--- src/include/twi_st_pkg.sv ---
// Constants and types shared by the slave-send status block
package twi_st_pkg;

  // ****************************************************************
  // Timing
  // ****************************************************************
  localparam int unsigned CLK_PERIOD_NS = 100;
  localparam int unsigned START_HOLD_NS = 4000;
  localparam int unsigned START_HOLD_CYC =
    (START_HOLD_NS + CLK_PERIOD_NS - 1) / CLK_PERIOD_NS;
  localparam logic [5:0] START_HOLD_LAST = 6'(START_HOLD_CYC - 1);

  // ****************************************************************
  // Register offsets
  // ****************************************************************
  localparam logic [1:0] OFS_STATUS = 2'h0;
  localparam logic [1:0] OFS_DATA = 2'h1;
  localparam logic [1:0] OFS_CONTROL = 2'h2;
  localparam logic [1:0] OFS_OWN_ADDR = 2'h3;

  // ****************************************************************
  // Field positions and reset values
  // ****************************************************************
  localparam int CTL_FLAG = 7;
  localparam int CTL_ACK_EN = 6;
  localparam int CTL_BEGIN = 5;
  localparam int CTL_END = 4;
  localparam int CTL_ENABLE = 2;
  localparam int OWN_GCE = 0;
  localparam logic [7:0] DATA_RESET = 8'hff;
  localparam logic [7:0] OWN_ADDR_RESET = 8'h00;
  localparam logic [1:0] PRESC_RESET = 2'h0;
  localparam logic [6:0] GENERAL_CALL_ADDR = 7'h00;
  localparam logic [3:0] BITS_PER_BYTE = 4'h8;
  localparam logic [3:0] LAST_BIT = 4'h7;

  // ****************************************************************
  // Status codes
  // ****************************************************************
  localparam logic [7:0] ST_OWN_READ = 8'ha8;
  localparam logic [7:0] ST_ARB_READ = 8'hb0;
  localparam logic [7:0] ST_DATA_ACK = 8'hb8;
  localparam logic [7:0] ST_DATA_NACK = 8'hc0;
  localparam logic [7:0] ST_LAST_ACK = 8'hc8;
  localparam logic [7:0] ST_NO_INFO = 8'hf8;
  localparam logic [7:0] ST_BUS_ERROR = 8'h00;

  typedef enum logic [2:0] {
    S_IDLE, S_ADDR, S_AACK, S_WAIT, S_TX, S_TXACK
  } state_t;

endpackage : twi_st_pkg

--- src/hdl/twowire_slave_tx_status.sv ---
// Two-wire slave-send engine with status codes and control registers
`timescale 1ns/100ps
// What this block does
// - Own address read acked: flag, code a8
// - Lost arbitration then read-addressed: code b0
// - Sent byte acked: code b8, wait
// - Sent byte not acked: code c0
// - Last byte acked anyway: code c8
// - Clear with ack off: send last byte
// - Clear with ack on: send, expect ack
// - Leave end states to not-addressed mode
// - Begin request issues START once bus free
// - Flag clear reads idle code f8
// - START or STOP mid-frame is bus error
// - Bus error sets flag, code 00
// - Stop request plus clear recovers, clears stop
// - Recovery releases lines, sends no STOP
// - Codes valid with prescaler bits masked
// - Repeated START keeps the bus owned
// - After last byte ignore master, reads ones
// - Own address upper seven, bit zero general call
module twowire_slave_tx_status (
  input wire logic clock,
  input wire logic rst_n,
  input wire logic [1:0] reg_addr,
  input wire logic [7:0] reg_wdata,
  input wire logic reg_wr,
  input wire logic reg_rd,
  output logic [7:0] reg_rdata,
  input wire logic master_arb_lost,
  output logic start_issued,
  input wire logic scl_in,
  output logic scl_out,
  output logic scl_oe,
  input wire logic sda_in,
  output logic sda_out,
  output logic sda_oe
);

  // ****************************************************************
  // Declarations
  // ****************************************************************
  twi_st_pkg::state_t state_reg;
  logic [7:0] code_reg, data_byte_reg, own_addr_reg, shift_reg;
  logic [7:0] rdata_reg, status_view;
  logic [1:0] presc_reg;
  logic [3:0] bit_cnt_reg;
  logic [5:0] hold_cnt_reg;
  logic interrupt_flag_reg, ack_enable_reg, enable_reg;
  logic begin_condition_request_reg, end_condition_request_reg;
  logic last_reg, arb_reg, ack_bit_reg, bus_busy_reg, gen_reg;
  logic sda_oe_reg, scl_oe_reg, start_issued_reg;
  logic scl_s, sda_s, scl_rise, scl_fall, start_det, stop_det;
  logic ctl_wr, flag_clear, in_wait, go_tx, go_end, recover;
  logic illegal, addr_match, addr_hit, addr_done, aack_done;
  logic txack_done, set_flag, tx_code, end_code, gen_go, gen_end;

  // ****************************************************************
  // Pin sampling
  // ****************************************************************
  sync2 #(.W(2)) u_sync (
    .clock(clock),
    .rst_n(rst_n),
    .din({scl_in, sda_in}),
    .dout({scl_s, sda_s})
  );

  bus_cond_detect u_cond (
    .clock(clock),
    .rst_n(rst_n),
    .scl_s(scl_s),
    .sda_s(sda_s),
    .scl_rise(scl_rise),
    .scl_fall(scl_fall),
    .start_det(start_det),
    .stop_det(stop_det)
  );

  // ****************************************************************
  // Decode
  // ****************************************************************
  assign ctl_wr = reg_wr && reg_addr == twi_st_pkg::OFS_CONTROL;
  assign flag_clear = ctl_wr && reg_wdata[twi_st_pkg::CTL_FLAG];
  assign in_wait = state_reg == twi_st_pkg::S_WAIT && interrupt_flag_reg;
  assign tx_code = code_reg == twi_st_pkg::ST_OWN_READ ||
    code_reg == twi_st_pkg::ST_ARB_READ ||
    code_reg == twi_st_pkg::ST_DATA_ACK;
  assign end_code = code_reg == twi_st_pkg::ST_DATA_NACK ||
    code_reg == twi_st_pkg::ST_LAST_ACK;
  assign go_tx = in_wait && flag_clear && tx_code;
  assign go_end = in_wait && flag_clear && end_code;
  // Without the stop request the error state simply stays
  assign recover = in_wait && flag_clear &&
    code_reg == twi_st_pkg::ST_BUS_ERROR &&
    reg_wdata[twi_st_pkg::CTL_END];
  assign illegal = (start_det || stop_det) &&
    ((state_reg == twi_st_pkg::S_ADDR && bit_cnt_reg != 4'h0) ||
     state_reg == twi_st_pkg::S_AACK || state_reg == twi_st_pkg::S_TX ||
     state_reg == twi_st_pkg::S_TXACK);
  assign addr_match = shift_reg[7:1] == own_addr_reg[7:1] ||
    (shift_reg[7:1] == twi_st_pkg::GENERAL_CALL_ADDR &&
     own_addr_reg[twi_st_pkg::OWN_GCE]);
  assign addr_done = state_reg == twi_st_pkg::S_ADDR && scl_fall &&
    bit_cnt_reg == twi_st_pkg::BITS_PER_BYTE;
  // Write direction belongs to the receiver engine, not answered here
  assign addr_hit = addr_done && ack_enable_reg && addr_match &&
    shift_reg[0];
  assign aack_done = state_reg == twi_st_pkg::S_AACK && scl_fall;
  assign txack_done = state_reg == twi_st_pkg::S_TXACK && scl_fall;
  assign set_flag = aack_done || txack_done || illegal;
  assign gen_go = state_reg == twi_st_pkg::S_IDLE && enable_reg &&
    begin_condition_request_reg && !bus_busy_reg && !gen_reg;
  assign gen_end = gen_reg && hold_cnt_reg == twi_st_pkg::START_HOLD_LAST;

  // ****************************************************************
  // Bus state machine
  // ****************************************************************
  always_ff @(posedge clock) begin
    if (!rst_n || !enable_reg) begin
      state_reg <= twi_st_pkg::S_IDLE;
    end else if (illegal) begin
      state_reg <= twi_st_pkg::S_WAIT;
    end else begin
      unique case (state_reg)
        twi_st_pkg::S_IDLE: begin
          // Not addressed: master gets all ones until next START
          if (start_det) state_reg <= twi_st_pkg::S_ADDR;
        end
        twi_st_pkg::S_ADDR: begin
          if (stop_det) state_reg <= twi_st_pkg::S_IDLE;
          else if (addr_hit) state_reg <= twi_st_pkg::S_AACK;
          else if (addr_done) state_reg <= twi_st_pkg::S_IDLE;
        end
        twi_st_pkg::S_AACK: begin
          if (scl_fall) state_reg <= twi_st_pkg::S_WAIT;
        end
        twi_st_pkg::S_WAIT: begin
          if (go_tx) state_reg <= twi_st_pkg::S_TX;
          else if (go_end || recover) state_reg <= twi_st_pkg::S_IDLE;
        end
        twi_st_pkg::S_TX: begin
          if (scl_fall && bit_cnt_reg == twi_st_pkg::LAST_BIT) begin
            state_reg <= twi_st_pkg::S_TXACK;
          end
        end
        twi_st_pkg::S_TXACK: begin
          if (scl_fall) state_reg <= twi_st_pkg::S_WAIT;
        end
      endcase
    end
  end

  // Bit counter and shifter
  always_ff @(posedge clock) begin
    if (!rst_n) begin
      bit_cnt_reg <= 4'h0;
      shift_reg <= twi_st_pkg::DATA_RESET;
    end else if (start_det) begin
      bit_cnt_reg <= 4'h0;
    end else if (go_tx) begin
      bit_cnt_reg <= 4'h0;
      shift_reg <= data_byte_reg;
    end else if (state_reg == twi_st_pkg::S_ADDR && scl_rise &&
                 bit_cnt_reg != twi_st_pkg::BITS_PER_BYTE) begin
      bit_cnt_reg <= bit_cnt_reg + 4'h1;
      shift_reg <= {shift_reg[6:0], sda_s};
    end else if (state_reg == twi_st_pkg::S_TX && scl_fall) begin
      bit_cnt_reg <= bit_cnt_reg + 4'h1;
      shift_reg <= {shift_reg[6:0], 1'b1};
    end
  end

  // Acknowledge sampling and last-byte mode
  always_ff @(posedge clock) begin
    if (!rst_n) begin
      ack_bit_reg <= 1'b1;
      last_reg <= 1'b0;
    end else begin
      if (state_reg == twi_st_pkg::S_TXACK && scl_rise) ack_bit_reg <= sda_s;
      if (go_tx) last_reg <= !reg_wdata[twi_st_pkg::CTL_ACK_EN];
    end
  end

  // Arbitration loss seen by the master engine, kept until decided
  always_ff @(posedge clock) begin
    if (!rst_n) arb_reg <= 1'b0;
    else if (master_arb_lost) arb_reg <= 1'b1;
    else if (aack_done || (addr_done && !addr_hit)) arb_reg <= 1'b0;
  end

  // A repeated START leaves the bus busy; only STOP frees it
  always_ff @(posedge clock) begin
    if (!rst_n) bus_busy_reg <= 1'b0;
    else if (start_det) bus_busy_reg <= 1'b1;
    else if (stop_det) bus_busy_reg <= 1'b0;
  end

  // ****************************************************************
  // Line drivers
  // ****************************************************************
  always_ff @(posedge clock) begin
    if (!rst_n || !enable_reg) begin
      sda_oe_reg <= 1'b0;
    end else if (illegal || recover || aack_done) begin
      sda_oe_reg <= 1'b0;
    end else if (addr_hit) begin
      sda_oe_reg <= 1'b1;
    end else if (go_tx) begin
      sda_oe_reg <= !data_byte_reg[7];
    end else if (state_reg == twi_st_pkg::S_TX && scl_fall) begin
      sda_oe_reg <= bit_cnt_reg != twi_st_pkg::LAST_BIT && !shift_reg[6];
    end else if (gen_go) begin
      sda_oe_reg <= 1'b1;
    end else if (gen_end) begin
      sda_oe_reg <= 1'b0;
    end
  end

  // Stretching trades bus time for software latency
  always_ff @(posedge clock) begin
    if (!rst_n || !enable_reg) scl_oe_reg <= 1'b0;
    else if (aack_done || txack_done) scl_oe_reg <= 1'b1;
    else if (illegal || go_tx || go_end || recover) scl_oe_reg <= 1'b0;
  end

  // START hold timer; bus is handed to the master engine afterwards
  always_ff @(posedge clock) begin
    if (!rst_n) begin
      gen_reg <= 1'b0;
      hold_cnt_reg <= 6'h00;
      start_issued_reg <= 1'b0;
    end else begin
      start_issued_reg <= gen_end;
      if (gen_go) begin
        gen_reg <= 1'b1;
        hold_cnt_reg <= 6'h00;
      end else if (gen_end) begin
        gen_reg <= 1'b0;
      end else if (gen_reg) begin
        hold_cnt_reg <= hold_cnt_reg + 6'h01;
      end
    end
  end

  assign scl_out = 1'b0;
  assign sda_out = 1'b0;
  assign scl_oe = scl_oe_reg;
  assign sda_oe = sda_oe_reg;
  assign start_issued = start_issued_reg;

  // ****************************************************************
  // Flag and status code
  // ****************************************************************
  always_ff @(posedge clock) begin
    if (!rst_n) interrupt_flag_reg <= 1'b0;
    else if (set_flag) interrupt_flag_reg <= 1'b1;
    else if (flag_clear) interrupt_flag_reg <= 1'b0;
  end

  always_ff @(posedge clock) begin
    if (!rst_n) begin
      code_reg <= twi_st_pkg::ST_NO_INFO;
    end else if (illegal) begin
      code_reg <= twi_st_pkg::ST_BUS_ERROR;
    end else if (aack_done) begin
      code_reg <= arb_reg ? twi_st_pkg::ST_ARB_READ :
        twi_st_pkg::ST_OWN_READ;
    end else if (txack_done) begin
      if (ack_bit_reg) code_reg <= twi_st_pkg::ST_DATA_NACK;
      else if (last_reg) code_reg <= twi_st_pkg::ST_LAST_ACK;
      else code_reg <= twi_st_pkg::ST_DATA_ACK;
    end
  end

  // Prescaler bits sit below the code; software masks them
  assign status_view = (interrupt_flag_reg ? code_reg :
    twi_st_pkg::ST_NO_INFO) | {6'h00, presc_reg};

  // ****************************************************************
  // Register port
  // ****************************************************************
  always_ff @(posedge clock) begin
    if (!rst_n) begin
      ack_enable_reg <= 1'b0;
      enable_reg <= 1'b0;
      begin_condition_request_reg <= 1'b0;
      end_condition_request_reg <= 1'b0;
    end else begin
      if (ctl_wr) begin
        ack_enable_reg <= reg_wdata[twi_st_pkg::CTL_ACK_EN];
        enable_reg <= reg_wdata[twi_st_pkg::CTL_ENABLE];
        begin_condition_request_reg <= reg_wdata[twi_st_pkg::CTL_BEGIN];
      end else if (gen_end) begin
        begin_condition_request_reg <= 1'b0;
      end
      if (recover) end_condition_request_reg <= 1'b0;
      else if (ctl_wr)
        end_condition_request_reg <= reg_wdata[twi_st_pkg::CTL_END];
    end
  end

  always_ff @(posedge clock) begin
    if (!rst_n) begin
      data_byte_reg <= twi_st_pkg::DATA_RESET;
      own_addr_reg <= twi_st_pkg::OWN_ADDR_RESET;
      presc_reg <= twi_st_pkg::PRESC_RESET;
    end else if (reg_wr) begin
      if (reg_addr == twi_st_pkg::OFS_DATA) data_byte_reg <= reg_wdata;
      if (reg_addr == twi_st_pkg::OFS_OWN_ADDR) own_addr_reg <= reg_wdata;
      if (reg_addr == twi_st_pkg::OFS_STATUS) presc_reg <= reg_wdata[1:0];
    end
  end

  always_ff @(posedge clock) begin
    if (!rst_n) begin
      rdata_reg <= 8'h00;
    end else if (reg_rd) begin
      unique case (reg_addr)
        twi_st_pkg::OFS_STATUS: rdata_reg <= status_view;
        twi_st_pkg::OFS_DATA: rdata_reg <= data_byte_reg;
        twi_st_pkg::OFS_CONTROL: rdata_reg <= {interrupt_flag_reg,
          ack_enable_reg, begin_condition_request_reg,
          end_condition_request_reg, 1'b0, enable_reg, 2'h0};
        twi_st_pkg::OFS_OWN_ADDR: rdata_reg <= own_addr_reg;
      endcase
    end else begin
      rdata_reg <= 8'h00;
    end
  end

  assign reg_rdata = rdata_reg;

  // ****************************************************************
  // Assertions
  // ****************************************************************
  property p_own_read;
    @(posedge clock) disable iff (!rst_n)
    aack_done && !arb_reg && !illegal |=>
      interrupt_flag_reg && code_reg == twi_st_pkg::ST_OWN_READ;
  endproperty
  a_own_read: assert property (p_own_read)
    else $error("own read address did not give code a8");

  property p_arb_read;
    @(posedge clock) disable iff (!rst_n)
    aack_done && arb_reg && !illegal |=>
      code_reg == twi_st_pkg::ST_ARB_READ && state_reg == twi_st_pkg::S_WAIT;
  endproperty
  a_arb_read: assert property (p_arb_read)
    else $error("arbitration loss read did not give code b0");

  property p_data_ack;
    @(posedge clock) disable iff (!rst_n)
    txack_done && !illegal && !ack_bit_reg && !last_reg |=>
      code_reg == twi_st_pkg::ST_DATA_ACK && scl_oe_reg;
  endproperty
  a_data_ack: assert property (p_data_ack)
    else $error("acked byte did not give code b8");

  property p_data_nack;
    @(posedge clock) disable iff (!rst_n)
    txack_done && !illegal && ack_bit_reg |=>
      code_reg == twi_st_pkg::ST_DATA_NACK;
  endproperty
  a_data_nack: assert property (p_data_nack)
    else $error("nacked byte did not give code c0");

  property p_last_ack;
    @(posedge clock) disable iff (!rst_n)
    txack_done && !illegal && !ack_bit_reg && last_reg |=>
      code_reg == twi_st_pkg::ST_LAST_ACK;
  endproperty
  a_last_ack: assert property (p_last_ack)
    else $error("acked last byte did not give code c8");

  property p_last_mode;
    @(posedge clock) disable iff (!rst_n)
    go_tx && enable_reg && !reg_wdata[twi_st_pkg::CTL_ACK_EN] |=>
      last_reg && state_reg == twi_st_pkg::S_TX;
  endproperty
  a_last_mode: assert property (p_last_mode)
    else $error("clear with ack off did not start last byte");

  property p_more_mode;
    @(posedge clock) disable iff (!rst_n)
    go_tx && reg_wdata[twi_st_pkg::CTL_ACK_EN] |=> !last_reg;
  endproperty
  a_more_mode: assert property (p_more_mode)
    else $error("clear with ack on marked byte as last");

  property p_end_leave;
    @(posedge clock) disable iff (!rst_n)
    go_end |=> state_reg == twi_st_pkg::S_IDLE && !scl_oe_reg;
  endproperty
  a_end_leave: assert property (p_end_leave)
    else $error("end state clear did not reach not-addressed mode");

  property p_idle_code;
    @(posedge clock) disable iff (!rst_n)
    reg_rd && reg_addr == twi_st_pkg::OFS_STATUS && !interrupt_flag_reg |=>
      (reg_rdata & ~8'h03) == twi_st_pkg::ST_NO_INFO;
  endproperty
  a_idle_code: assert property (p_idle_code)
    else $error("status did not read f8 with flag clear");

  property p_bus_error;
    @(posedge clock) disable iff (!rst_n)
    illegal && enable_reg |=> interrupt_flag_reg &&
      code_reg == twi_st_pkg::ST_BUS_ERROR ##1 !sda_oe_reg && !scl_oe_reg;
  endproperty
  a_bus_error: assert property (p_bus_error)
    else $error("bus error did not set flag and release lines");

  property p_recover;
    @(posedge clock) disable iff (!rst_n)
    recover && enable_reg |=> state_reg == twi_st_pkg::S_IDLE &&
      !end_condition_request_reg && !interrupt_flag_reg;
  endproperty
  a_recover: assert property (p_recover)
    else $error("bus error recovery did not complete");

  property p_stretch;
    @(posedge clock) disable iff (!rst_n)
    state_reg == twi_st_pkg::S_WAIT && interrupt_flag_reg &&
      code_reg != twi_st_pkg::ST_BUS_ERROR |-> scl_oe_reg;
  endproperty
  a_stretch: assert property (p_stretch)
    else $error("clock not held while flag set");

endmodule : twowire_slave_tx_status

--- src/hdl/sync2.sv ---
// Two-flop synchroniser for pin inputs
`timescale 1ns/100ps
module sync2 #(
  parameter int W = 1
) (
  input wire logic clock,
  input wire logic rst_n,
  input wire logic [W-1:0] din,
  output logic [W-1:0] dout
);

  logic [W-1:0] meta_reg;

  // First stage feeds only the second stage
  always_ff @(posedge clock) begin
    if (!rst_n) begin
      meta_reg <= '1;
      dout <= '1;
    end else begin
      meta_reg <= din;
      dout <= meta_reg;
    end
  end

endmodule : sync2

--- src/hdl/bus_cond_detect.sv ---
// Edge and START/STOP detection on synchronised bus lines
`timescale 1ns/100ps
module bus_cond_detect (
  input wire logic clock,
  input wire logic rst_n,
  input wire logic scl_s,
  input wire logic sda_s,
  output logic scl_rise,
  output logic scl_fall,
  output logic start_det,
  output logic stop_det
);

  logic scl_d_reg;
  logic sda_d_reg;

  always_ff @(posedge clock) begin
    if (!rst_n) begin
      scl_d_reg <= 1'b1;
      sda_d_reg <= 1'b1;
    end else begin
      scl_d_reg <= scl_s;
      sda_d_reg <= sda_s;
    end
  end

  assign scl_rise = scl_s && !scl_d_reg;
  assign scl_fall = !scl_s && scl_d_reg;
  // Data may only move while the clock is low, else it is a condition
  assign start_det = scl_s && scl_d_reg && sda_d_reg && !sda_s;
  assign stop_det = scl_s && scl_d_reg && !sda_d_reg && sda_s;

endmodule : bus_cond_detect

--- config.mk ---
export PLATFORM = sky130hd
export DESIGN_NAME = twowire_slave_tx_status
export DESIGN_NICKNAME = d
export VERILOG_FILES = /design/src/include/twi_st_pkg.sv /design/src/hdl/twowire_slave_tx_status.sv /design/src/hdl/sync2.sv /design/src/hdl/bus_cond_detect.sv
export SDC_FILE = /design/constraint.sdc
export NUM_CORES = 1
export LEC_CHECK = 0
export BUFFER_PORTS_ARGS = -buffer_cell sky130_fd_sc_hd__buf_2
export CORE_MARGIN = 2
export CORE_UTILIZATION = 40
export DETAILED_ROUTE_END_ITERATION = 10
export PLACE_DENSITY = 0.58
export SETUP_SLACK_MARGIN = 0.2
export SYNTH_ARGS = -nofsm -noshare
export SYNTH_HDL_FRONTEND = slang
export SYNTH_SLANG_ARGS = --single-unit
--- constraint.sdc ---
create_clock -name clock -period 3.2 [get_ports clock]
set_clock_uncertainty 0.2 [all_clocks]
set_input_delay 0.96 -clock clock [delete_from_list [all_inputs] [get_ports clock]]
set_output_delay 0.96 -clock clock [all_outputs]
set_load 0.05 [all_outputs]
Word level (Yosys, flattened, before mapping)
Cells that the tools add are included.
- add/sub/neg operators: 2
- eq/ne operators: 29
- multiplexer cells: 37
- bitwise logic cells: 4
- reduce and logical (&&, ||, !) cells: 98
- operators with widths (operator ; count):
    $mux W8 ; 7
    $eq A8 B8 Y1 const B ; 5
    $logic_and A1 B1 Y1 ; 37
    $pmux W8 S4 ; 1
    $mux W3 ; 8
    $logic_or A1 B1 Y1 ; 18
    $reduce_bool A2 Y1 ; 8
    $pmux W3 S5 ; 1
    $mux W1 ; 14
    $mux W7 ; 2
    $logic_not A1 Y1 ; 12
    $reduce_and A2 Y1 ; 6
    $reduce_or A2 Y1 ; 6
    $reduce_and A5 Y1 ; 2
    $logic_not A8 Y1 ; 1
    $mux W4 ; 2
    $ne A4 B3 Y1 const B ; 2
    $ne A4 B4 Y1 const B ; 2
    $or A8 B2 Y8 ; 1
    $eq A7 B7 Y1 ; 1
    $logic_not A7 Y1 ; 1
    $add A6 B1 Y6 const B ; 1
    $eq A3 B2 Y1 const B ; 2
    $eq A3 B3 Y1 const B ; 2
    22 further kinds ; 28
- register bits: 74
- input bits: 17
- output and inout bits: 13

Depth between registers and ports, before layout
Gate-level depths: netlist of run 1.
- word-level depth: 12
- gate-level depth with buffers: 9
- mapped depth without buffers: 8

Modules after synthesis
Synthesis of run 1 repeated with hierarchy kept, for this count alone.
- cells, all modules: 380
- area, all modules: 3393.3 µm²
- by module, submodules not included (module ; times used ; cells an instance ; area an instance (µm²) ; seq. area each (µm²)):
    twowire_slave_tx_status ; 1 ; 364 ; 3203.1 ; 1301.2
    sync2 ; 1 ; 8 ; 105.1 ; 80.1
    bus_cond_detect ; 1 ; 8 ; 85.1 ; 40.0

Worst setup path after synthesis of run 1
OpenSTA, ideal clock, no wires.
- kind: input to register
- start: input reg_wr
- end: register shift_reg[2]
- arrival time: 2.342 ns
- slack: 0.515 ns
- cell stages on the path: 9
- buffers on the path: 3
- cells stage by stage: buf_2 -> nand3b_1 -> nor3_2 -> and2_1 -> buf_2 -> o21ai_2 -> buf_2 -> nand2_1 -> o311ai_1
- cells in the longest elaborated chain, start to end: 6
- ends and longest elaborated chain (item ; RTL line ; source):
    start: declaration ; twowire_slave_tx_status.sv:27 ; input wire logic reg_wr,
    $logic_and A1 B1 Y1 (*) ; twowire_slave_tx_status.sv:82 ; assign ctl_wr = reg_wr && reg_addr == twi_st_pkg::OFS_CONTROL;
    $logic_and A1 B1 Y1 (*) ; twowire_slave_tx_status.sv:83 ; assign flag_clear = ctl_wr && reg_wdata[twi_st_pkg::CTL_FLAG];
    $logic_and A1 B1 Y1 (*) (2 in a row) ; twowire_slave_tx_status.sv:90 ; assign go_tx = in_wait && flag_clear && tx_code;
    $reduce_bool A3 Y1 (no line) ; -- ;
    $reduce_and A2 Y1 (no line) ; -- ;
    end signal: assignment ; twowire_slave_tx_status.sv:157 ; shift_reg <= twi_st_pkg::DATA_RESET;
    end signal: assignment ; twowire_slave_tx_status.sv:162 ; shift_reg <= data_byte_reg;
    end signal: assignment ; twowire_slave_tx_status.sv:166 ; shift_reg <= {shift_reg[6:0], sda_s};
    end: declaration ; twowire_slave_tx_status.sv:44 ; logic [7:0] code_reg, data_byte_reg, own_addr_reg, shift_reg;
Every way passes the cells marked *; elsewhere a longest branch is shown, timed or not.
A chain may end at the register's enable or synchronous reset.

Worst setup path in the final report of run 1
- start: input reg_wdata[4]
- end: register state_reg[1]
- cells in the longest elaborated chain, start to end: 4
- ends and longest elaborated chain (item ; RTL line ; source):
    start: declaration ; twowire_slave_tx_status.sv:26 ; input wire logic [7:0] reg_wdata,
    $logic_and A1 B1 Y1 ; twowire_slave_tx_status.sv:94 ; code_reg == twi_st_pkg::ST_BUS_ERROR &&
    $logic_or A1 B1 Y1 ; twowire_slave_tx_status.sv:139 ; else if (go_end || recover) state_reg <= twi_st_pkg::S_IDLE;
    $ne A4 B3 Y1 (no line) ; -- ;
    $reduce_and A5 Y1 (no line) ; -- ;
    end signal: assignment ; twowire_slave_tx_status.sv:138 ; if (go_tx) state_reg <= twi_st_pkg::S_TX;
    end signal: assignment ; twowire_slave_tx_status.sv:139 ;
    end signal: assignment ; twowire_slave_tx_status.sv:143 ; state_reg <= twi_st_pkg::S_TXACK;
    end: declaration ; twowire_slave_tx_status.sv:43 ; twi_st_pkg::state_t state_reg;
No other way between the ends.

==> results of run 1 <==
==> final cells by class <==
type,count,area [um2],area share (%)
flip-flops and latches,71,1420,37.6
repair buffers,36,203,5.36
clock inverters,5,129,3.40
multi-input cells,285,1720,45.5
clock buffers,11,141,3.74
well taps,102,128,3.37
inverters,11,41.3,1.09
==> worst paths after layout <==
path	startpoint	endpoint	cells after the start
setup / recovery	reg_wdata[4]	state_reg[1]	7
hold / removal	u_sync.meta_reg[1]	u_sync.dout[1]	1
setup reg to reg	state_reg[0]	sda_oe	5
hold reg to reg	u_sync.meta_reg[1]	u_sync.dout[1]	1
==> placed cells by master (no fill, tap or decap), drive strengths merged, types with 6 or more instances in the layout <==
cell type   n
nor2       46
nand2      47
nand3b      6
a21oi      19
nand2b     10
xor2        8
clkbuf     11
xnor2       7
and2        6
o211ai      6
dfxtp      71
o21ai      15
nor3        9
buf        36
inv        10
mux2i      18
nand3      23
o311ai      8
==> cells by family (layout without fill, tap and decap cells) <==
kind of cell / count (synthesis) / after routing / share of synthesized area [%]
flops: 71 / 71 / 43.4
buf+inv: 32 / 63 / 4.13
other cells: 1 / 2 / 0.115
simple gates: 174 / 174 / 26.2
mux: 21 / 21 / 6.53
compound gates: 70 / 70 / 14.4
fa+ha+maj: 3 / 3 / 1.15
xor+xnor: 15 / 15 / 4.01
==> metrics by stage <==
| stage | utilization (%) | hold WS, ns | setup WS, ns |
|---|---|---|---|
| final | 48.2 | 0.209 | 0.588 |
| after global routing | 48.2 | 0.219 | 0.434 |
| after global placement | 44.8 | 0.193 | 0.319 |
| after floorplan | - | 0.186 | 0.515 |
| after detailed placement | 44.8 | 0.195 | 0.245 |
| after CTS | 48.2 | 0.213 | 0.619 |
==> cells in the mapped netlist, types with 3 or more instances <==
cell type and instances:
a21oi_1 19, a31oi_1 5, and2_1 6, buf_2 6, clkbuf_1 12, dfxtp_1 71
ha_1 3, inv_1 10, mux2_1 3, mux2i_1 18, nand2_1 47, nand2b_1 10
nand3_1 23, nand3b_1 6, nand4_1 5, nor2_1 46, nor2b_1 5, nor3_1 8
nor4b_1 3, o211ai_1 6, o21ai_0 11, o21ai_1 3, o221ai_1 4, o311ai_1 7
xnor2_1 7, xor2_1 8
==> per-layer routing <==
layer | track usage (%) | share of wire, % | vias to the layer above
li1 | - | - | 1421
met1 | 26.0 | 48 | 1327
met2 | 30.4 | 46 | 60
met3 | 4.87 | 4.4 | 11
met4 | 6.64 | 1.6 | 0
met5 | 0 | 0 | -
==> worst register-to-register path: cells and delay by family, from the launching register on <==
kind / cells / cell delay, ns
and+or+nand+nor: 4 / 1.13
DFF: 1 / 0.52
AOI/OAI and AO/OA: 1 / 0.41
==> power groups by stage <==
stage | clock, mW | combinational [mW] | sequential [mW]
after CTS | 0.978 | 0.126 | 0.920
after floorplan | 0 | 0.0748 | 0.948
final | 0.963 | 0.125 | 0.920
after detailed placement | 0 | 0.126 | 0.941
after global placement | 0 | 0.125 | 0.941
after global routing | 1.02 | 0.139 | 0.923
==> impl_results.md, run 1 <==
* Global placer's final weighted congestion at between 0.8 and 0.9
* Seq pwr share at 45.8%
* Post-synthesis average cell area at 8.46 um2
* WP data required at 3.27 ns
* CP cell instances: buf_2 -> or4b_4 -> a211oi_2 -> o21ai_1 -> a311oi_2 -> o311ai_0 -> a41oi_1
* Core area at around 8000 um2
* Power share of the combinational group at 6.2%
* Largest stage delay on the critical path at 0.47 ns
* Synth Flop Type: dfxtp_1
* Post-synth EDFFs at 0
* Die X at 94.5 um
* Peak supply drop at 327 uV
* Synthesized instance count at 387
* Max-slew violations at 0
* Final hold viol count at 0
* Worst slew pin tran at 0.697 ns
* Final WL at 7960 um
* Clk pwr share at 48.0%
* Worst Path Buf+Inv at 1
* Psw at 441 uW
* Initial antenna violation count at 0
* Placed wire-length estimate at 5770 um
* Finished Cell Area at about 3800 um2
* Vert. Die Dim at about 94 um
* Clock Path Buffers at 2
* # setup viols final at 0
* Share of the synthesized area in the top cell type at 43.4%
* Cell Int Power at 1.57 mW
* Endpoint class of the critical path: flip-flop
* Pin count of the biggest net entering global routing at 19
* Diode count at 0
* Dpl cells at 505
* Synthesized area at 3270 um2
* Vias post-DR at 2819
* Sum Neg Setup Slack at 0 ns
* Vias in the first global route at 2702
* Ys Warns at 0
* Worst hold path class: flip-flop to flip-flop
* Critical path class: input pin to flip-flop
* Root Buffer: clkbuf_8
* Post-route ant nets at 0
* Achievable Freq at 0.383 GHz
* Flop2flop setup slack at 0.82 ns
* Post-DR vias/cell at 5.41
* Post-synth cell types at 55
* Die area at 8930 um2
* GRT Total Usage at about a fifth
* Share of cells above drive strength 1 at 13.6%
* Clock Sink Count at 71
* Max-cap violations at 0
* Initial core utilization at 41.7%
* Non-Filler Instances at 521
* # port buffers at 27
* Fill cell count at between 700 and 800
* PnR Total Power at roughly 2.0 mW
* Crit start category: input pin
* Clk_lat worst skew at 0.35 ns
* Cts hold-fix bufs at 0
* Initial detailed-routing violation count at roughly 170
* Power Density at 531 nW/um2
* Post-CTS Setup Bufs at 0
* CP max-delay cell: or4b_4
* Global-route wire length before repair at about 13000 um
* CTS tree: yes
* Num rows at 32
* Area grow syn2layout at 15.6%
* Crit path max-delay family: compound AO/OA/AOI/OAI gates
* Remaining Overflow, GRT at 0
* Register area share after synthesis at 43.4%
* Placed inst area at 3510 um2
* Status: completed
* RSZ-0062 raised after global routing: no
* First-pass iteration count of the detailed router at 4
* Clock slew at reported path FFs at 0.07 ns
* Min cycle time layout at 2.61 ns
* Worst Path Arrival at around 2.7 ns
* Post-CTS resize count at 0
* Synth top area cells: dfxtp_1, mux2i_1, nand2_1, nor2_1, nand3_1
* Leak at about 1.6 nW
* Register bit total from synthesis at 71
* CTS Buf Count at 9
* Routed wire per std cell at ~15 um
* Post-synth ARST share at 0%
* Fin crit share at 81.6%
* Crit Path Max Fanout at 5
* CTS H-tree lvls at 3
* Final #Nets at around 430
* Area leader, netlist: dfxtp_1
* # DRC at 0
* Max_slew headroom at 53.5%
* I/O pins at 30
* Sw Ratio at 22.0%
Note: power is estimated with default switching activity, not from simulation.
==> run 2, diff against run 1 <==
clock period = 2.75 ns   (was 3.2 ns; I/O delays follow)
==> run 2 against run 1 <==
Against the previous run:
- core utilization shrank 0.37 points
- final area shrank 0.76%
- register-to-register slack got worse by 0.43 ns
- global-route usage decreased by 0.31 points
- highest routed layer unchanged
==> impl_results.md, run 2 (same netlist as run 1, synthesis figures left out) <==
* Vias post-DR at 2804 (was 2819)
* Leak at 1.57 nW (was 1.58 nW)
* CTS tree: yes (unchanged)
* Share of cells above drive strength 1 at 13.9% (was 13.6%)
* Hold Crit Depth at 1 (unchanged)
* Most frequent cells in the layout: dfxtp_1, nand2_1, nor2_1 (unchanged)
* Post-DR vias/cell at 5.34 (was 5.41)
* CP cell instances: buf_2 -> or4b_4 -> a211oi_2 -> o21ai_1 -> a311oi_2 -> o311ai_0 -> a41oi_1 (unchanged)
* Placed wire-length estimate at 5860 um (was 5770 um)
* Final #Nets at 439 (was 434)
* Pin count of the biggest net entering global routing at 18 (was 19)
* Num rows at 32 (unchanged)
* CP max-delay cell: or4b_4 (unchanged)
* RSZ-0062 raised after global routing: no (unchanged)
* Power Density at 563 nW/um2 (was 531 nW/um2)
* Area grow syn2layout at 14.7% (was 15.6%)
* Post-CTS Setup Bufs at 0 (unchanged)
* Remaining Overflow, GRT at 0 (unchanged)
* Seq. cell area at 1420 um2 (unchanged)
* Flop2flop setup slack at 0.39 ns (was 0.82 ns)
* Die area at 8930 um2 (unchanged)
* Crit Path Max Fanout at 4 (was 5)
* CTS H-tree lvls at 3 (unchanged)
* Status: completed (unchanged)
* Clock Path Buffers at 2 (unchanged)
* Vert. Die Dim at 94.5 um (unchanged)
* Routed wire per std cell at 15.2 um (was 15.3 um)
* Multi-input logic area at 1720 um2 (unchanged)
* Max_slew headroom at 56.5% (was 53.5%)
* Min-delay src: u_sync.meta_reg[0] (was u_sync.meta_reg[1])
* Die X at 94.5 um (unchanged)
* GRT Total Usage at 19.1% (was 19.4%)
* Max-cap violations at 0 (unchanged)
* Core area at 7850 um2 (unchanged)
* Worst Path Arrival at 2.47 ns (was 2.68 ns)
* Worst slew pin tran at 0.651 ns (was 0.697 ns)
* Reg2reg end: sda_oe (unchanged)
* Fin crit share at 87.3%
* I/O pins at 30 (unchanged)
* # DRC at 0 (unchanged)
* CTS Buf Count at 9 (unchanged)
* Peak supply drop at 281 uV (was 327 uV)
* Initial antenna violation count at 0 (unchanged)
* Vias in the first global route at 2619 (was 2702)
* Hold Path End: u_sync.dout[0] (was u_sync.dout[1])
* # port buffers at 27 (unchanged)
* Sum Neg Setup Slack at 0 ns (unchanged)
* # setup viols final at 0 (unchanged)
* Final hold viol count at 0 (unchanged)
* Achievable Freq at 0.416 GHz
* Crit start category: input pin (unchanged)
* Endpoint class of the critical path: flip-flop (unchanged)
* Clock Sink Count at 71 (unchanged)
* Critical path class: input pin to flip-flop (unchanged)
* Fill cell count at 810 (was 754)
* Final WL at 7980 um (was 7960 um)
* PnR Total Power at 2.11 mW (was 2.01 mW)
* Global placer's final weighted congestion at 0.800 (was 0.876)
* Clk_lat worst skew at 0.35 ns (about the same)
* Clock slew at reported path FFs at 0.07 ns (about the same)
* Worst Path Buf+Inv at 1 (unchanged)
* Commonest non-fill, non-tap cell in the layout: dfxtp_1 (unchanged)
* Min cycle time layout at 2.40 ns
* Post-route ant nets at 0 (unchanged)
* Initial core utilization at 41.7% (unchanged)
* Global-route wire length before repair at 13000 um (was 13400 um)
* Root Buffer: clkbuf_8 (unchanged)
* Crit path max-delay family: compound AO/OA/AOI/OAI gates (unchanged)
* Diode count at 0 (unchanged)
* Cts hold-fix bufs at 0 (unchanged)
* RR Startpoint: state_reg[0] (unchanged)
* Reg2Reg Depth at 5 (unchanged)
* First-pass iteration count of the detailed router at 4 (unchanged)
* WP data required at 2.82 ns (was 3.27 ns)
* Largest stage delay on the critical path at 0.47 ns (about the same)
* Worst hold path class: flip-flop to flip-flop (unchanged)
* Initial detailed-routing violation count at 156 (was 169)
* Max-slew violations at 0 (unchanged)
* Post-CTS resize count at 0 (unchanged)
==> run 2: cell types whose count changed in the layout (fill, tap and decap cells not counted), sizes merged <==
cell    delta
buf        +5
bufinv     -2
clkbuf     +1
==> run 2: layout make-up <==
type,instances,area share [%]
clock buffer,12,3.60
clock inverter,3,1.83
inverter,11,1.10
multi-input combinational,285,45.8
sequential,71,37.8
tap,102,3.40
timing repair buffer,41,6.40
==> run 2: worst max-delay path by stage <==
stage | startpoint | cells past startpoint | endpoint | slack, ns
after global routing | state_reg[0] | 5 | sda_oe | 0.24
after detailed placement | reg_wdata[4] | 7 | state_reg[1] | 0.03
after global placement | reg_wdata[4] | 7 | state_reg[1] | 0.08
after CTS | reg_wdata[4] | 7 | state_reg[1] | 0.39
final | reg_wdata[4] | 7 | state_reg[1] | 0.35
after floorplan | reg_wr | 9 | shift_reg[2] | 0.20
==> run 2: per-stage QoR <==
stage               hold WS [ns]  setup slack (ns)  util (%)  std cells  cell area, um2
CTS                        0.207             0.387      47.9        525            3760
detailed placement         0.192            0.0267      45.3        510            3550
global route               0.228             0.245      47.9        525            3760
finish                     0.207             0.348      47.9        525            3760
floorplan                  0.186             0.200         -        388            3280
global placement           0.194            0.0808      45.3        510            3550
==> run 2: power by group <==
part / internal (mW) / total [mW] / switching [mW]
clock: 0.509 / 0.893 / 0.384
combinational: 0.0550 / 0.150 / 0.0946
sequential: 1.05 / 1.07 / 0.0202
==> run 2: worst register-to-register path, stage by stage (launching register included) <==
cell and delay [ns]:
dfxtp_1 0.50, nor2b_1 0.34, nand2b_1 0.15, nor3_1 0.33, nand4_1 0.27, a2111oi_0 0.44
==> run 2: layer usage <==
layer | GRT usage [%] | wire length, um
met1 | 25.3 | 3890
met2 | 29.6 | 3680
met3 | 6.07 | 276
met4 | 6.04 | 131
met5 | 0 | 0
==> run 3, diff against run 2 <==
GPL_ROUTABILITY_DRIVEN = 0   (was default)
RECOVER_POWER = 50   (was default)
==> run 3 against run 2 <==
Against the previous run:
- total power barely moved
- largest cell class unchanged
- sequential cell count stayed put
- first-iteration DRC count rose by 11%
- cell count is the same
- core utilization is 0.16 points lower
- via count about the same
- non-clock buffer count is the same
- die area unchanged
==> impl_results.md, run 3 (same netlist as run 1, synthesis figures left out) <==
* RSZ-0062 raised after global routing: no (unchanged)
* Min cycle time layout at 2.43 ns (was 2.40 ns)
* Vert. Die Dim at 94.5 um (unchanged)
* Core area at 7850 um2 (unchanged)
* Final hold viol count at 0 (unchanged)
* Vias post-DR at 2802 (was 2804)
* Post-DR vias/cell at 5.34 (about the same)
* Final core utilization at 47.7% (was 47.9%)
* Cts hold-fix bufs at 0 (unchanged)
* Sum Neg Setup Slack at 0 ns (unchanged)
* Global-route wire length before repair at 13000 um (unchanged)
* Final WL at 7970 um (was 7980 um)
* Post-CTS Setup Bufs at 0 (unchanged)
* Max-cap violations at 0 (unchanged)
* I/O pins at 30 (unchanged)
* Fill cell count at 814 (was 810)
* Worst Path Arrival at 2.50 ns (was 2.47 ns)
* Clock Path Buffers at 2 (unchanged)
* Clock Sink Count at 71 (unchanged)
* Initial antenna violation count at 0 (unchanged)
* Pin count of the biggest net entering global routing at 18 (unchanged)
* Crit start category: input pin (unchanged)
* Clock slew at reported path FFs at 0.07 ns (about the same)
* Post-CTS resize count at 0 (unchanged)
* Achievable Freq at 0.412 GHz (was 0.416 GHz)
* Worst slew pin tran at 0.859 ns (was 0.651 ns)
* Initial core utilization at 41.7% (unchanged)
* Routed wire per std cell at 15.2 um (about the same)
* Num rows at 32 (unchanged)
* Fin crit share at 88.3% (was 87.3%)
* Die X at 94.5 um (unchanged)
* Diode count at 0 (unchanged)
* # setup viols final at 0 (unchanged)
* Crit Path Max Fanout at 4 (unchanged)
* Root Buffer: clkbuf_8 (unchanged)
* # DRC at 0 (unchanged)
* Critical path class: input pin to flip-flop (unchanged)
* Area grow syn2layout at 14.3% (was 14.7%)
* WP data required at 2.82 ns (about the same)
* Worst hold path class: flip-flop to flip-flop (unchanged)
* CTS tree: yes (unchanged)
* Share of cells above drive strength 1 at 13.0% (was 13.9%)
* RR Startpoint: state_reg[0] (unchanged)
* Peak supply drop at 281 uV (about the same)
* Clk_lat worst skew at 0.35 ns (about the same)
* Power Density at 564 nW/um2 (was 563 nW/um2)
* Most frequent cells in the layout: dfxtp_1, nand2_1, nor2_1 (unchanged)
* Status: completed (unchanged)
* Commonest non-fill, non-tap cell in the layout: dfxtp_1 (unchanged)
* CTS H-tree lvls at 3 (unchanged)
* Die area at 8930 um2 (unchanged)
* Crit path launch: reg_wdata[4] (unchanged)
* Post-route ant nets at 0 (unchanged)
* Remaining Overflow, GRT at 0 (unchanged)
* Final WS setup at 0.323 ns (was 0.348 ns)
* Max_slew headroom at 42.8% (was 56.5%)
* Hold slack at 0.207 ns (about the same)
* CTS Buf Count at 9 (unchanged)
* # port buffers at 27 (unchanged)
* Initial detailed-routing violation count at 173 (was 156)
* GRT Total Usage at 19.1% (unchanged)
* Max-slew violations at 0 (unchanged)
* Final #Nets at 439 (unchanged)
* DP Worst Slack at 0.0267 ns (unchanged)
* Vias in the first global route at 2619 (unchanged)
* Leak at 1.56 nW (was 1.57 nW)
* Placed wire-length estimate at 5860 um (unchanged)
* Min-delay src: u_sync.meta_reg[0] (unchanged)
* First-pass iteration count of the detailed router at 4 (unchanged)
* Endpoint class of the critical path: flip-flop (unchanged)
==> run 3: through the flow <==
stage                     power, mW  instance area [um2]  instances
after floorplan                1.19                 3280        388
after global placement         1.24                 3550        510
after detailed placement       1.25                 3550        510
after CTS                      2.13                 3760        525
after global routing           2.20                 3740        525
final                          2.11                 3740        525
==> run 3: power breakdown <==
part / switching, mW / leakage [nW] / total (mW) / internal [mW]
combinational: 0.0946 / 0.880 / 0.148 / 0.0529
sequential: 0.0202 / 0.577 / 1.07 / 1.05
clock: 0.385 / 0.101 / 0.894 / 0.509
total: 0.499 / 1.56 / 2.11 / 1.61
==> run 3: per-layer routing <==
metal | GRT usage (%) | wire [um] | up-vias
li1 | - | - | 1422
met2 | 29.6 | 3650 | 54
met4 | 6.04 | 150 | 0
met1 | 25.3 | 3850 | 1311
met5 | 0 | 0 | -
met3 | 6.07 | 318 | 15
==> run 3: layout make-up <==
type                            count  area (um2)  share of cell area (%)
Tap cell                          102         128                    3.41
Timing Repair Buffer               41         228                    6.08
Clock buffer                       12         135                    3.61
Inverter                           11        41.3                    1.10
Multi-Input combinational cell    285        1720                    46.0
Sequential cell                    71        1420                    38.0
Clock inverter                      3        68.8                    1.84
==> run 3: worst max-delay path, stage by stage <==
cell and delay (ns):
buf_2 0.09, or4b_4 0.47, a211oi_2 0.22, o21ai_1 0.10
a311oi_2 0.40, o311ai_0 0.18, a41oi_1 0.22
==> run 3: worst paths after layout <==
check,to,slack [ns],depth (start not counted)
hold / removal,u_sync.dout[0],0.21,1
hold reg to reg,u_sync.dout[0],0.21,1
setup / recovery,state_reg[1],0.32,7
setup reg to reg,sda_oe,0.40,5
